==> config.mk <==
export PLATFORM = sky130hd
export DESIGN_NAME = csd_sequencer
export DESIGN_NICKNAME = d
export VERILOG_FILES = /design/src/csd_pkg.sv /design/src/csd_timer_if.sv /design/src/csd_timer.sv /design/src/csd_sequencer.sv
export SDC_FILE = /design/constraint.sdc
export NUM_CORES = 1
export LEC_CHECK = 0
export ABC_AREA = 1
export BUFFER_PORTS_ARGS = -buffer_cell sky130_fd_sc_hd__buf_2
export CAP_MARGIN = 20
export CORE_UTILIZATION = 40
export CTS_CLUSTER_DIAMETER = 120
export DETAILED_ROUTE_END_ITERATION = 8
export SLEW_MARGIN = 5
export SYNTH_ARGS = -nofsm -noshare
export SYNTH_HDL_FRONTEND = slang
export SYNTH_SLANG_ARGS = --single-unit
==> constraint.sdc <==
create_clock -name core_clk_i -period 2.8 [get_ports core_clk_i]
set_input_delay 0.14 -clock core_clk_i [delete_from_list [all_inputs] [get_ports core_clk_i]]
set_output_delay 0.14 -clock core_clk_i [all_outputs]
set_load 0.03 [all_outputs]
==> src/csd_pkg.sv <==
/*
  Package for the card session sequencer: timing constants and state codes.
  Assumes a single 125 MHz core clock shared by every module of the block.
*/
// Summary of operation
// [RL1] Host raising session request ends the session through deactivation.
// [RL2] Deactivation drops card reset first, card clock 12 us later.
// [RL3] Then card I/O and both auxiliary lines are pulled low.
// [RL4] Card supply switches off last, after all lines are low.
// [RL5] Host opens a session by driving session request high to low.
// [RL6] Host holds session request high while no session runs.
// [RL7] Outside a session alert is low without card, high with card.
// [RL8] Undervoltage with card pulls alert low; released after recovery if card present.
// [RL9] In a session any fault drives alert low.
// [RL10] A fault in a session starts deactivation at once, unprompted.
// [RL11] Host raises request after fault, rereads alert after deactivation ends.
// [RL12] Card insertion is debounced for 8 ms.
// [RL13] Alert rises after insertion only when the debounce interval ends.
// [RL14] Card removal starts deactivation and drops alert at once.
// [RL15] Extraction, supply, converter and thermal conditions all count as faults.
// [RL16] Card pin current limiting raises no alert and no deactivation.
// [RL17] Activation: supply, then I/O and aux, then clock, then reset.
// [RL18] After power-up alert stays low until a card is inserted.
// [RL19] Step delay and debounce come from counters scaled by clock rate.
// [RL20] Presence dropping before debounce ends restarts the debounce count.
package csd_pkg;

  // ************************************************************
  // Timing
  // ************************************************************
  localparam int CLK_FREQ_HZ = 125_000_000;
  localparam int STEP_DELAY_US = 12;
  localparam int DEBOUNCE_MS = 8;
  localparam int STEP_CYCLES = (STEP_DELAY_US * (CLK_FREQ_HZ / 1_000_000));
  localparam int DEBOUNCE_CYCLES = (DEBOUNCE_MS * (CLK_FREQ_HZ / 1000));
  localparam int ACT_STEP_CYCLES = 1;
  localparam int CNT_W = 20;

  // ************************************************************
  // Sequencer states, one-hot
  // ************************************************************
  typedef enum logic [7:0] {
    CSD_IDLE    = 8'h01,
    CSD_ACT_VCC = 8'h02,
    CSD_ACT_IO  = 8'h04,
    CSD_ACT_CLK = 8'h08,
    CSD_ACTIVE  = 8'h10,
    CSD_DEA_RST = 8'h20,
    CSD_DEA_IO  = 8'h40,
    CSD_DEA_VCC = 8'h80
  } csd_state_t;

endpackage : csd_pkg

==> src/csd_timer_if.sv <==
/*
  Interface carrying a timer load/expire handshake between sequencer and timer.
  Assumes both ends run from core_clk_i.
*/
`timescale 1ns/1ps
`default_nettype none
interface csd_timer_if;
  logic start;
  logic [19:0] load;
  logic done;
  modport ctrl (output start, output load, input done);
  modport tmr (input start, input load, output done);
endinterface : csd_timer_if
`default_nettype wire

==> src/csd_timer.sv <==
/*
  Down counter: loaded by a one-cycle start strobe, raises done for one cycle once the count reaches one.
  Assumes the load value is at least one.
*/
`timescale 1ns/1ps
`default_nettype none
module csd_timer (
  // Clock and reset
  input wire logic core_clk_i,
  input wire logic rst_i,
  // Control
  csd_timer_if.tmr tif
);
  import csd_pkg::*;

  typedef struct packed {
    logic [CNT_W-1:0] cnt;
    logic run;
    logic done;
  } csd_tmr_st_t;

  csd_tmr_st_t st;
  csd_tmr_st_t next_st;

  // ************************************************************
  // Counter
  // ************************************************************
  always_comb begin
    next_st = st;
    next_st.done = 1'b0;
    if (tif.start) begin
      next_st.cnt = tif.load;
      next_st.run = 1'b1;
    end else if (st.run) begin
      if (st.cnt <= 20'h00001) begin
        next_st.run = 1'b0;
        next_st.done = 1'b1;
      end else begin
        next_st.cnt = st.cnt - 20'h00001;
      end
    end
  end

  // State register
  always_ff @(posedge core_clk_i) begin
    if (rst_i) begin
      st <= '0;
    end else begin
      st <= next_st;
    end
  end

  assign tif.done = st.done;
endmodule : csd_timer
`default_nettype wire

==> src/csd_sequencer.sv <==
/*
  Card session sequencer: activation, deactivation, fault gathering, alert.
  Assumes all inputs synchronous to core_clk_i; the host keeps the session
  request high outside sessions and reopens only after deactivation ends.
*/
`timescale 1ns/1ps
`default_nettype none
module csd_sequencer (
  // Clock and reset
  input wire logic core_clk_i,
  input wire logic rst_i,
  // Host side
  input wire logic session_request_n_i,
  output logic alert_n_o,
  // Card presence and monitors
  input wire logic card_presence_in_i,
  input wire logic undervoltage_lockout_i,
  input wire logic card_supply_overload_i,
  input wire logic card_supply_out_of_range_i,
  input wire logic converter_input_supply_low_i,
  input wire logic converter_output_node_overload_i,
  input wire logic overheat_i,
  input wire logic card_pin_current_limit_i,
  // Card contacts
  output logic card_supply_o,
  output logic card_reset_out_o,
  output logic card_clock_en_o,
  output logic card_io_line_en_o,
  output logic card_aux_line_1_en_o,
  output logic card_aux_line_2_en_o,
  output logic session_busy_o
);
  import csd_pkg::*;

  // ************************************************************
  // State
  // ************************************************************
  typedef struct packed {
    csd_state_t fsm;
    logic card_ok;        // Debounced presence
    logic [CNT_W-1:0] deb;
    logic alert_n;
    logic vcc;
    logic rst;
    logic clk_en;
    logic io_en;
    logic req_n_d;
  } csd_seq_st_t;

  csd_seq_st_t st;
  csd_seq_st_t next_st;
  logic fault;

  csd_timer_if tif ();

  csd_timer u_timer (
    .core_clk_i(core_clk_i),
    .rst_i(rst_i),
    .tif(tif)
  );

  // ************************************************************
  // Fault gathering
  // ************************************************************
  // Pin current limiting is deliberately not part of the fault set
  assign fault = !card_presence_in_i || undervoltage_lockout_i // RL15
    || card_supply_overload_i || card_supply_out_of_range_i
    || converter_input_supply_low_i || converter_output_node_overload_i
    || overheat_i; // RL16

  // ************************************************************
  // Next state
  // ************************************************************
  always_comb begin
    next_st = st;
    next_st.req_n_d = session_request_n_i;
    tif.start = 1'b0;
    tif.load = CNT_W'(ACT_STEP_CYCLES);

    // Debounce: restart whenever presence drops; removal is immediate
    if (!card_presence_in_i) begin
      next_st.deb = '0; // RL20
      next_st.card_ok = 1'b0; // RL14
    end else if (!st.card_ok) begin
      if (st.deb >= CNT_W'(DEBOUNCE_CYCLES - 1)) begin
        next_st.card_ok = 1'b1; // RL12
      end else begin
        next_st.deb = st.deb + 20'h00001; // RL19
      end
    end

    case (st.fsm)
      CSD_IDLE: begin
        // Open only at a falling request edge with a debounced card
        if (st.req_n_d && !session_request_n_i && st.card_ok && !fault) begin
          next_st.fsm = CSD_ACT_VCC;
          next_st.vcc = 1'b1; // RL17
          tif.start = 1'b1;
        end
      end
      CSD_ACT_VCC: begin
        if (fault || session_request_n_i) begin
          next_st.fsm = CSD_DEA_RST;
          next_st.rst = 1'b0;
          tif.start = 1'b1;
          tif.load = CNT_W'(STEP_CYCLES);
        end else if (tif.done) begin
          next_st.fsm = CSD_ACT_IO;
          next_st.io_en = 1'b1; // RL17
          tif.start = 1'b1;
        end
      end
      CSD_ACT_IO: begin
        if (fault || session_request_n_i) begin
          next_st.fsm = CSD_DEA_RST;
          tif.start = 1'b1;
          tif.load = CNT_W'(STEP_CYCLES);
        end else if (tif.done) begin
          next_st.fsm = CSD_ACT_CLK;
          next_st.clk_en = 1'b1; // RL17
          tif.start = 1'b1;
        end
      end
      CSD_ACT_CLK: begin
        if (fault || session_request_n_i) begin
          next_st.fsm = CSD_DEA_RST;
          tif.start = 1'b1;
          tif.load = CNT_W'(STEP_CYCLES);
        end else if (tif.done) begin
          next_st.fsm = CSD_ACTIVE;
          next_st.rst = 1'b1; // RL17
        end
      end
      CSD_ACTIVE: begin
        // Host release or any fault: reset low first, start 12 us wait
        if (session_request_n_i || fault) begin // RL1
          next_st.fsm = CSD_DEA_RST;
          next_st.rst = 1'b0; // RL2
          tif.start = 1'b1; // RL10
          tif.load = CNT_W'(STEP_CYCLES);
        end
      end
      CSD_DEA_RST: begin
        next_st.rst = 1'b0;
        if (tif.done) begin
          next_st.fsm = CSD_DEA_IO;
          next_st.clk_en = 1'b0; // RL2
          tif.start = 1'b1;
        end
      end
      CSD_DEA_IO: begin
        if (tif.done) begin
          next_st.fsm = CSD_DEA_VCC;
          next_st.io_en = 1'b0; // RL3
          tif.start = 1'b1;
        end
      end
      CSD_DEA_VCC: begin
        if (tif.done) begin
          next_st.fsm = CSD_IDLE;
          next_st.vcc = 1'b0; // RL4
        end
      end
      default: begin
        next_st.fsm = CSD_IDLE;
        next_st.vcc = 1'b0;
        next_st.rst = 1'b0;
        next_st.clk_en = 1'b0;
        next_st.io_en = 1'b0;
      end
    endcase

    // Alert: in a session any fault; outside, debounced presence and supply
    if (st.fsm == CSD_IDLE) begin
      next_st.alert_n = next_st.card_ok && !undervoltage_lockout_i; // RL7 RL8 RL13 RL18
    end else begin
      next_st.alert_n = st.alert_n && !fault && next_st.card_ok; // RL9 RL14
    end
  end

  // ************************************************************
  // State register
  // ************************************************************
  // Reset leaves alert low and every card line off until a card settles
  always_ff @(posedge core_clk_i) begin
    if (rst_i) begin
      st <= '{fsm: CSD_IDLE, req_n_d: 1'b1, default: '0}; // RL18
    end else begin
      st <= next_st;
    end
  end

  // ************************************************************
  // Outputs
  // ************************************************************
  assign alert_n_o = st.alert_n;
  assign card_supply_o = st.vcc;
  assign card_reset_out_o = st.rst;
  assign card_clock_en_o = st.clk_en;
  assign card_io_line_en_o = st.io_en;
  assign card_aux_line_1_en_o = st.io_en;
  assign card_aux_line_2_en_o = st.io_en;
  assign session_busy_o = (st.fsm != CSD_IDLE);
endmodule : csd_sequencer
`default_nettype wire

# Word-level counts from Yosys, hierarchy flattened
# Cells that the tools add are included.
dict set report totals {
  ff_bits 57
  latch_bits 0
  ramBits 0
  mem_bits_ro 0
  input_bits 11
  output_inout_bits 8
  word_cells 122
  n_memories 0
}
dict set report classes {
  add_sub_neg 2
  multipliers 0
  n_div 0
  magnitude_cmp 2
  eq_ne 25
  shifts 0
  n_mux 37
  bitwise_logic 8
  n_reduce_logical 36
}
# operator count
set ops {}
lappend ops {{$mux 8} 11}
lappend ops {{$pmux 8 s8} 1}
lappend ops {{$mux 21} 3}
lappend ops {{$mux 20} 2}
lappend ops {{$mux 11} 2}
lappend ops {{$mux 22} 1}
lappend ops {{$add 20x1->20 const B} 1}
lappend ops {{$ge 20x20->1 const B} 1}
lappend ops {{$le 20x1->1 const B} 1}
lappend ops {{$sub 20x1->20 const B} 1}
lappend ops {{$reduce_or 6->1} 3}
lappend ops {{$ne 2x1->1 const B} 7}
lappend ops {{$ne 2x2->1 const B} 6}
lappend ops {{$pmux 1 s3} 4}
lappend ops {{$reduce_and 4->1} 3}
lappend ops {{$mux 1} 11}
lappend ops {{$reduce_or 2->1} 5}
lappend ops {{$ne 3x2->1 const B} 3}
lappend ops {{$eq 8x1->1 const B} 1}
lappend ops {{$eq 8x2->1 const B} 1}
lappend ops {{$eq 8x3->1 const B} 1}
lappend ops {{$eq 8x4->1 const B} 1}
lappend ops {{$eq 8x5->1 const B} 1}
lappend ops {{$eq 8x6->1 const B} 1}
lappend ops {{15 further kinds} 38}

# Logic depth before layout (Yosys ltp)
# Gate-level depths: netlist (run 1).
dict set report logic_depth {
  word_depth 13
  ltp_mapped 13
  ltp_nobuf 12
}

# Cells and area by module
# Synthesis (run 1) repeated with hierarchy kept, for this count alone.
dict set report hier_totals {
  cells_unflattened 661
  area_unflattened_um2 4180.3
}
# module instances cells_per_inst area_per_inst_um2 seq_area_each_um2
set modules_own_cells {}
lappend modules_own_cells {csd_sequencer 1 371 2469.9 700.7}
lappend modules_own_cells {csd_timer 1 290 1710.4 440.4}

# Worst setup path after synthesis (run 1)
# Ideal clock, no wire load.
dict set report synth_path {
  path_kind {reg-to-reg}
  startpoint {register u_timer.st[2] (netlist name)}
  endpoint {register u_timer.st[19] (netlist name)}
  setup_ps 117
  arrival_time_ps 1448
  required_time_ps 2683
  slack_ps 1235
  path_stages_with_launch 11
  path_buffers 2
  period_less_slack_ps 1565
  cell_sequence {dfxtp_1 -> inv_1 -> ha_1 -> nor2_1 -> nor2_1 -> nand3b_1 -> nand2_1 -> buf_4 -> buf_4 -> o21ai_0 -> nor2_1}
}
dict set report synth_between {
  elab_chain_len 4
  word_cells_on_any_way 7
  classes_between {add/sub: 1; order compare: 1; eq/ne: 1; mux: 3; reduce/logical: 1}
}
# element line
set synth_lines {}
lappend synth_lines {{start: declaration} csd_timer.sv:22} ;# csd_tmr_st_t st;
lappend synth_lines {{start signal: assignment} csd_timer.sv:49} ;# st <= next_st;
lappend synth_lines {{$sub 20x1->20} csd_timer.sv:39} ;# next_st.cnt = st.cnt - 20'h00001;
lappend synth_lines {{$mux 20} csd_timer.sv:35} ;# if (st.cnt <= 20'h00001) begin
lappend synth_lines {{$mux 22} csd_timer.sv:34} ;# end else if (st.run) begin
lappend synth_lines {{$mux 21} csd_timer.sv:31} ;# if (tif.start) begin
# Parallel ways exist; a longest one is shown, timed or not. The select of a mux whose other input is x is not followed.
# A chain may end at the register's enable or synchronous reset.

# Worst setup path in the final report (run 1)
dict set report layout_path {
  startpoint {register u_timer.st[2] (netlist name)}
  endpoint {register u_timer.st[13] (netlist name)}
}
# Same word-level chain as after synthesis.

==> impl_metrics.ini, run 1 <==
[global_routing]
grt_antenna_before_repair = 0
grt_max_degree = 22
grt-ovfl-total = 0
track_usage_pct = 18.8
grt_pass1_vias = 3388
grt_pass1_wl_um = 14800

[logic_synthesis]
avgSynthCellArea_um2 = 6.08
async_reset_ff_share_pct = 0
synth_nets = 616
synth_top_area_share_pct = 31.2
synth.area.top_cells = dfxtp_1 (31%), nand2_1 (18%), nor2_1 (13%)
synth_flop_cell = dfxtp_1
synth_warnings = 0
synth_seq_area_share_pct = 31.2
synth_edf_count = 0
synth_area_um2 = 3660
synth_cell_types = 30
yosys.area.top_type = dfxtp_1
syn_inst = 602
ys_ff_latch = 57

[sta]
grt_setup_unrepaired = no
skew_ps = 10.8
hold_ws_ps = 90.2
finalMaxSlewViolations = 0
finalSetupViolCount = 0
tightest_slew_ps = 593
finalCritPeriodShare_pct = 69.8
max_freq_mhz = 512
finalWorstPathRequiredPeriod_ps = 1950
final_hold_viol_count = 0
max_slew_margin_pct = 60.4
setup_tns_ps = 0

[detailed_routing]
drt_iter0_drc = 144
drc = 3
dr.pass1.iters = 6
wl_per_cell_um = 11.2
vias_per_cell = 4.86
drt-total-wl_um = 8180
num_vias = 3559
postRouteAntennaNets = 0

[run_status]
status = finished with violations
violations = design-rule violations

[pwr]
power_density_nw_per_um2 = 925
ir_worst_vdd_uv = 284
p_int_mw = 2.14
clkPwrFrac_pct = 25.5
p_sw_mw = 1.62
swShare_pct = 43.1
p_total_mw = 3.75
p_leak_nw = 1.94
power_frac_comb_pct = 47.1
p_seq_share_pct = 27.4

[die]
die_y_um = 97.7
core_area_um2 = 8810
die_w_um = 97.7
start_util_pct = 41.6
io_pins = 19
rows = 34
die_area_um2 = 9540

[final_layout]
nFillCells = 926
seq_area_um2 = 1140
num_antenna_cells = 0
layout_common_cells = nand2_1 (174), nor2_1 (122), inv_1 (58)
drive_gt1_share_pct = 11.2
postLayoutCellArea_um2 = 4060
syn_to_final_growth_pct = 10.8
multi_input_area_um2 = 2180
finalNonFillerCells = 732
fin_nets = 633
final_common_cell = nand2_1

[clock_network]
cts-root-buf = clkbuf_8
cts_sinks = 57
cts_tree = built
clk_pin_slew_ps = 70
cts_max_path_buffers = 2
ctsHtreeMaxLevel = 3
clkLatencyLatePin_ps = 330
numCtsBuffers = 9
postCtsHoldBufs = 0
post_cts_buffers = 0
cts_resized = 0

[place]
dp_cells = 716
gp_congestion = 0.871
place_area_um2 = 3810
numPortBuffers = 17
hpwl_um = 5980

[critical_path]
path_cells = inv_1 -> ha_1 -> nor2_1 -> nor2_1 -> nand3b_1 -> nand2_1 -> inv_1 -> nand2_1 -> o21ai_0 -> a21oi_2
crit_fanout = 8
path_class = register to register
critPathLaunchType = register
cpPeakStageDelay_ps = 380
required_ps = 3010
cp_slowest_cell = dfxtp_1
cp-end-kind = register
arrival_ps = 2160

[worst_hold_path]
hold_path_class = input pin to register

[flow_run]
drv_cap = 0
==> critical path: cells and delay by family (launching register included) <==
| family | cells | cell delay [ps] |
|---|---|---|
| adder cells (fa/ha/maj) | 1 | 280 |
| flip-flops | 1 | 380 |
| AND/OR/NAND/NOR | 5 | 550 |
| buffers and inverters | 2 | 330 |
| AO/OA/AOI/OAI | 2 | 300 |
==> sequential cells by signal, indices dropped and copies added, names as in the netlist <==
register,flops
card_clock_en_o,1
card_supply_o,1
u_timer.st,21
alert_n_o,1
st,30
card_aux_line_1_en_o,1
card_reset_out_o,1
u_timer.tif.done,1
==> worst paths after layout <==
| kind | startpoint | to | slack [ps] | cells past startpoint |
|---|---|---|---|---|
| setup / recovery | u_timer.st[2]$_SDFFE_PP0P_ | u_timer.st[13]$_SDFFE_PP0P_ | 850 | 10 |
| hold / removal | rst_i | st[28]$_SDFFE_PP0P_ | 90 | 2 |
| setup reg to reg | u_timer.st[2]$_SDFFE_PP0P_ | u_timer.st[13]$_SDFFE_PP0P_ | 850 | 10 |
| hold reg to reg | card_reset_out_o$_SDFFE_PP0P_ | card_reset_out_o$_SDFFE_PP0P_ | 450 | 2 |
==> cells in the mapped netlist (4+ instances only) <==
cell type	count
nand2_1	174
nor2_1	122
inv_1	58
dfxtp_1	57
nand3_1	43
a21oi_1	29
xor2_1	21
nand4_1	11
o21ai_0	10
nor2_2	9
nor3_1	9
nand2_2	8
inv_2	6
buf_4	5
a21oi_2	4
buf_2	4
nand3b_1	4
nor2_4	4
==> metal layers <==
metal	wire (um)	up-vias	track usage [%]	part of all wire [%]
li1	-	1917	-	-
met1	4060	1607	22.6	50
met2	3890	31	33.0	48
met3	162	4	4.75	2.0
met4	63	0	5.24	0.77
met5	0	-	0	0
==> cells by family (layout without fill, tap and decap cells) <==
logic type | Yosys count | after routing | share of synthesized area, %
and+or+nand+nor | 390 | 390 | 45.6
buffers and inverters | 80 | 102 | 9.26
DFF | 57 | 57 | 31.2
AOI/OAI and AO/OA | 48 | 48 | 7.24
xor gates and xnor gates | 24 | 24 | 5.74
adders and majority gates | 3 | 3 | 1.03
==> area by class of cell <==
| class | instances | area share [%] |
|---|---|---|
| Inverter | 66 | 6.11 |
| Tap cell | 108 | 3.33 |
| Multi-Input combinational cell | 465 | 53.8 |
| Clock inverter | 5 | 2.53 |
| Sequential cell | 57 | 28.1 |
| Clock buffer | 11 | 3.48 |
| Timing Repair Buffer | 20 | 2.65 |
==> stage by stage <==
step / util [%] / setup WS [ps]
after detailed placement: 43.3 / 876
after global routing: 46.1 / 686
final: 46.1 / 846
after global placement: 43.3 / 903
after CTS: 46.1 / 848
after floorplan: - / 1230
==> power groups by stage <==
stage / combinational (mW) / sequential, mW / clock [mW]
2_1_floorplan: 1.42 / 1.06 / 0
3_3_place_gp: 1.74 / 1.04 / 0
3_5_place_dp: 1.76 / 1.04 / 0
4_1_cts: 1.77 / 1.03 / 0.988
5_1_grt: 2.05 / 1.05 / 1.03
6_report: 1.77 / 1.03 / 0.957
No activity file was read; power rests on OpenSTA's default activity.
==> inputs of run 2 (changes only) <==
Clock period 2.8 ns to 1.8 ns, I/O delays scaled along.
==> impl_metrics.ini, run 2 (synthesis results as in run 1) <==
[run_status]
status = finished with violations
violations = design-rule violations

[die]
rows = 34
die_w_um = 97.7
die_area_um2 = 9540
io_pins = 19
core_area_um2 = 8810
start_util_pct = 41.6
die_y_um = 97.7

[critical_path]
path_class = register to register
cp-startpoint = st[14]$_SDFFE_PP0P_
path_cells = inv_1 -> nand3_1 -> nor2_1 -> o21ai_0 -> nand4_1 -> buf_4 -> clkinvlp_4 -> buf_6 -> nand2_1 -> a21oi_1
r2r_setup_slack_ps = 50
critPathLaunchType = register
cp.depth = 10
crit_path_end = st[16]$_SDFFE_PP0P_
r2r-end = st[16]$_SDFFE_PP0P_
required_ps = 2070
cp_top_family = buffers and inverters
cpPeakStageDelay_ps = 370
arrival_ps = 2010
crit_buf_inv = 4
timing.rr.start = st[14]$_SDFFE_PP0P_
cp-end-kind = register
cp_slowest_cell = dfxtp_2
crit_fanout = 10
rr_worst_depth = 10

[sta]
skew_ps = 12.8
tightest_slew_ps = 364
finalWorstPathRequiredPeriod_ps = 1750
final_hold_viol_count = 0
grt_setup_unrepaired = yes
fin_ws_ps = 54.4
max_slew_margin_pct = 75.5
finalMaxSlewViolations = 0
max_freq_mhz = 573
finalSetupViolCount = 0
finalCritPeriodShare_pct = 97.0

[detailed_routing]
drt_iter0_drc = 112
drt-total-wl_um = 8730
dr.pass1.iters = 6
wl_per_cell_um = 11.5
drc = 2
vias_per_cell = 4.81
postRouteAntennaNets = 0
num_vias = 3639

[clock_network]
clkLatencyLatePin_ps = 340
ctsHtreeMaxLevel = 3
cts_tree = built
postCtsHoldBufs = 0
cts_sinks = 57
cts_max_path_buffers = 2
clk_pin_slew_ps = 70
numCtsBuffers = 9
cts-root-buf = clkbuf_8

[global_routing]
grt_max_degree = 22
track_usage_pct = 19.1
grt_pass1_wl_um = 14800
grt_pass1_vias = 3393
grt-ovfl-total = 0
grt_antenna_before_repair = 0

[final_layout]
nFillCells = 901
layout_common_cells = nand2_1 (172), nor2_1 (111), inv_1 (56)
drive_gt1_share_pct = 18.0
final_common_cell = nand2_1
num_antenna_cells = 0
regMostFlops = st
reg.largest.list = st: 30 flops, u_timer.st: 21 flops
fin_nets = 659
largest_reg_flops = 30
syn_to_final_growth_pct = 17.6

[place]
hpwl_um = 6360
numPortBuffers = 17
gp_congestion = 0.871
dp_slack_ps = 87.7

[pwr]
ir_worst_vdd_uv = 557
p_leak_nw = 2.06
p_total_mw = 6.11
power_density_nw_per_um2 = 1420

[flow_run]
drv_cap = 0

[worst_hold_path]
hold_path_class = input pin to register
[run 2: changes by cell type in the layout (fill, tap and decap cells not counted), moves of 3 or more]
cell and delta:
nor2_1 -11, dfxtp_2 +4, nor2_2 +10, buf_6 +3, dfxtp_1 -4, buf_4 +21
[run 2: worst min-delay path by stage]
stage	from	end	cells past startpoint
detailed placement	session_request_n_i	st[0]$_SDFF_PP1_	3
finish	session_request_n_i	st[0]$_SDFF_PP1_	3
floorplan	rst_i	st[28]$_SDFFE_PP0P_	1
CTS	session_request_n_i	st[0]$_SDFF_PP1_	3
global placement	session_request_n_i	st[0]$_SDFF_PP1_	3
global route	session_request_n_i	st[0]$_SDFF_PP1_	3
[run 2: final cells by class]
cell class	count	area [um^2]	share of cell area, %
repair inverters	2	15.0	0.349
multi-input cells	465	2230	51.8
inverters	66	251	5.84
clock buffers	13	169	3.92
clock inverters	2	60.1	1.39
flip-flops and latches	57	1150	26.6
well taps	108	135	3.14
repair buffers	44	299	6.95
[run 2: per-layer routing]
layer	track usage (%)	wire, um	vias to the layer above
li1	-	-	1955
met1	24.3	4170	1621
met2	31.9	4190	51
met3	3.24	245	12
met4	8.16	122	0
met5	0	0	-
[run 2: what timing repair did]
| action | CTS | global route |
|---|---|---|
| buffers inserted | 0 | 4 |
| resized for setup | 0 | 28 |
| setup endpoints to repair | 0 | 43 |
[run 2: worst register-to-register path, cell delays in order, from the launching register on]
cell	delay (ps)
dfxtp_2	370
inv_1	70
nand3_1	120
nor2_1	70
o21ai_0	180
nand4_1	240
buf_4	230
clkinvlp_4	60
buf_6	140
nand2_1	60
a21oi_1	130
[run 2: report_power, final]
part	total (mW)	leakage, nW	switching [mW]	internal, mW
Combinational	3.10	1.48	1.95	1.15
Clock	1.41	0.116	0.521	0.887
Sequential	1.61	0.463	0.164	1.44
Total	6.11	2.06	2.64	3.47
[run 2: per-stage QoR]
stage	cell area [um^2]	hold WS [ps]	instances	util, %	setup TNS [ps]
2_1_floorplan	3660	159	602	-	0
3_3_place_gp	3960	355	736	45.0	0
3_5_place_dp	3960	360	736	45.0	0
4_1_cts	4190	3.16	751	47.6	0
5_1_grt	4310	12.0	757	48.9	-862
6_report	4310	14.8	757	48.9	0
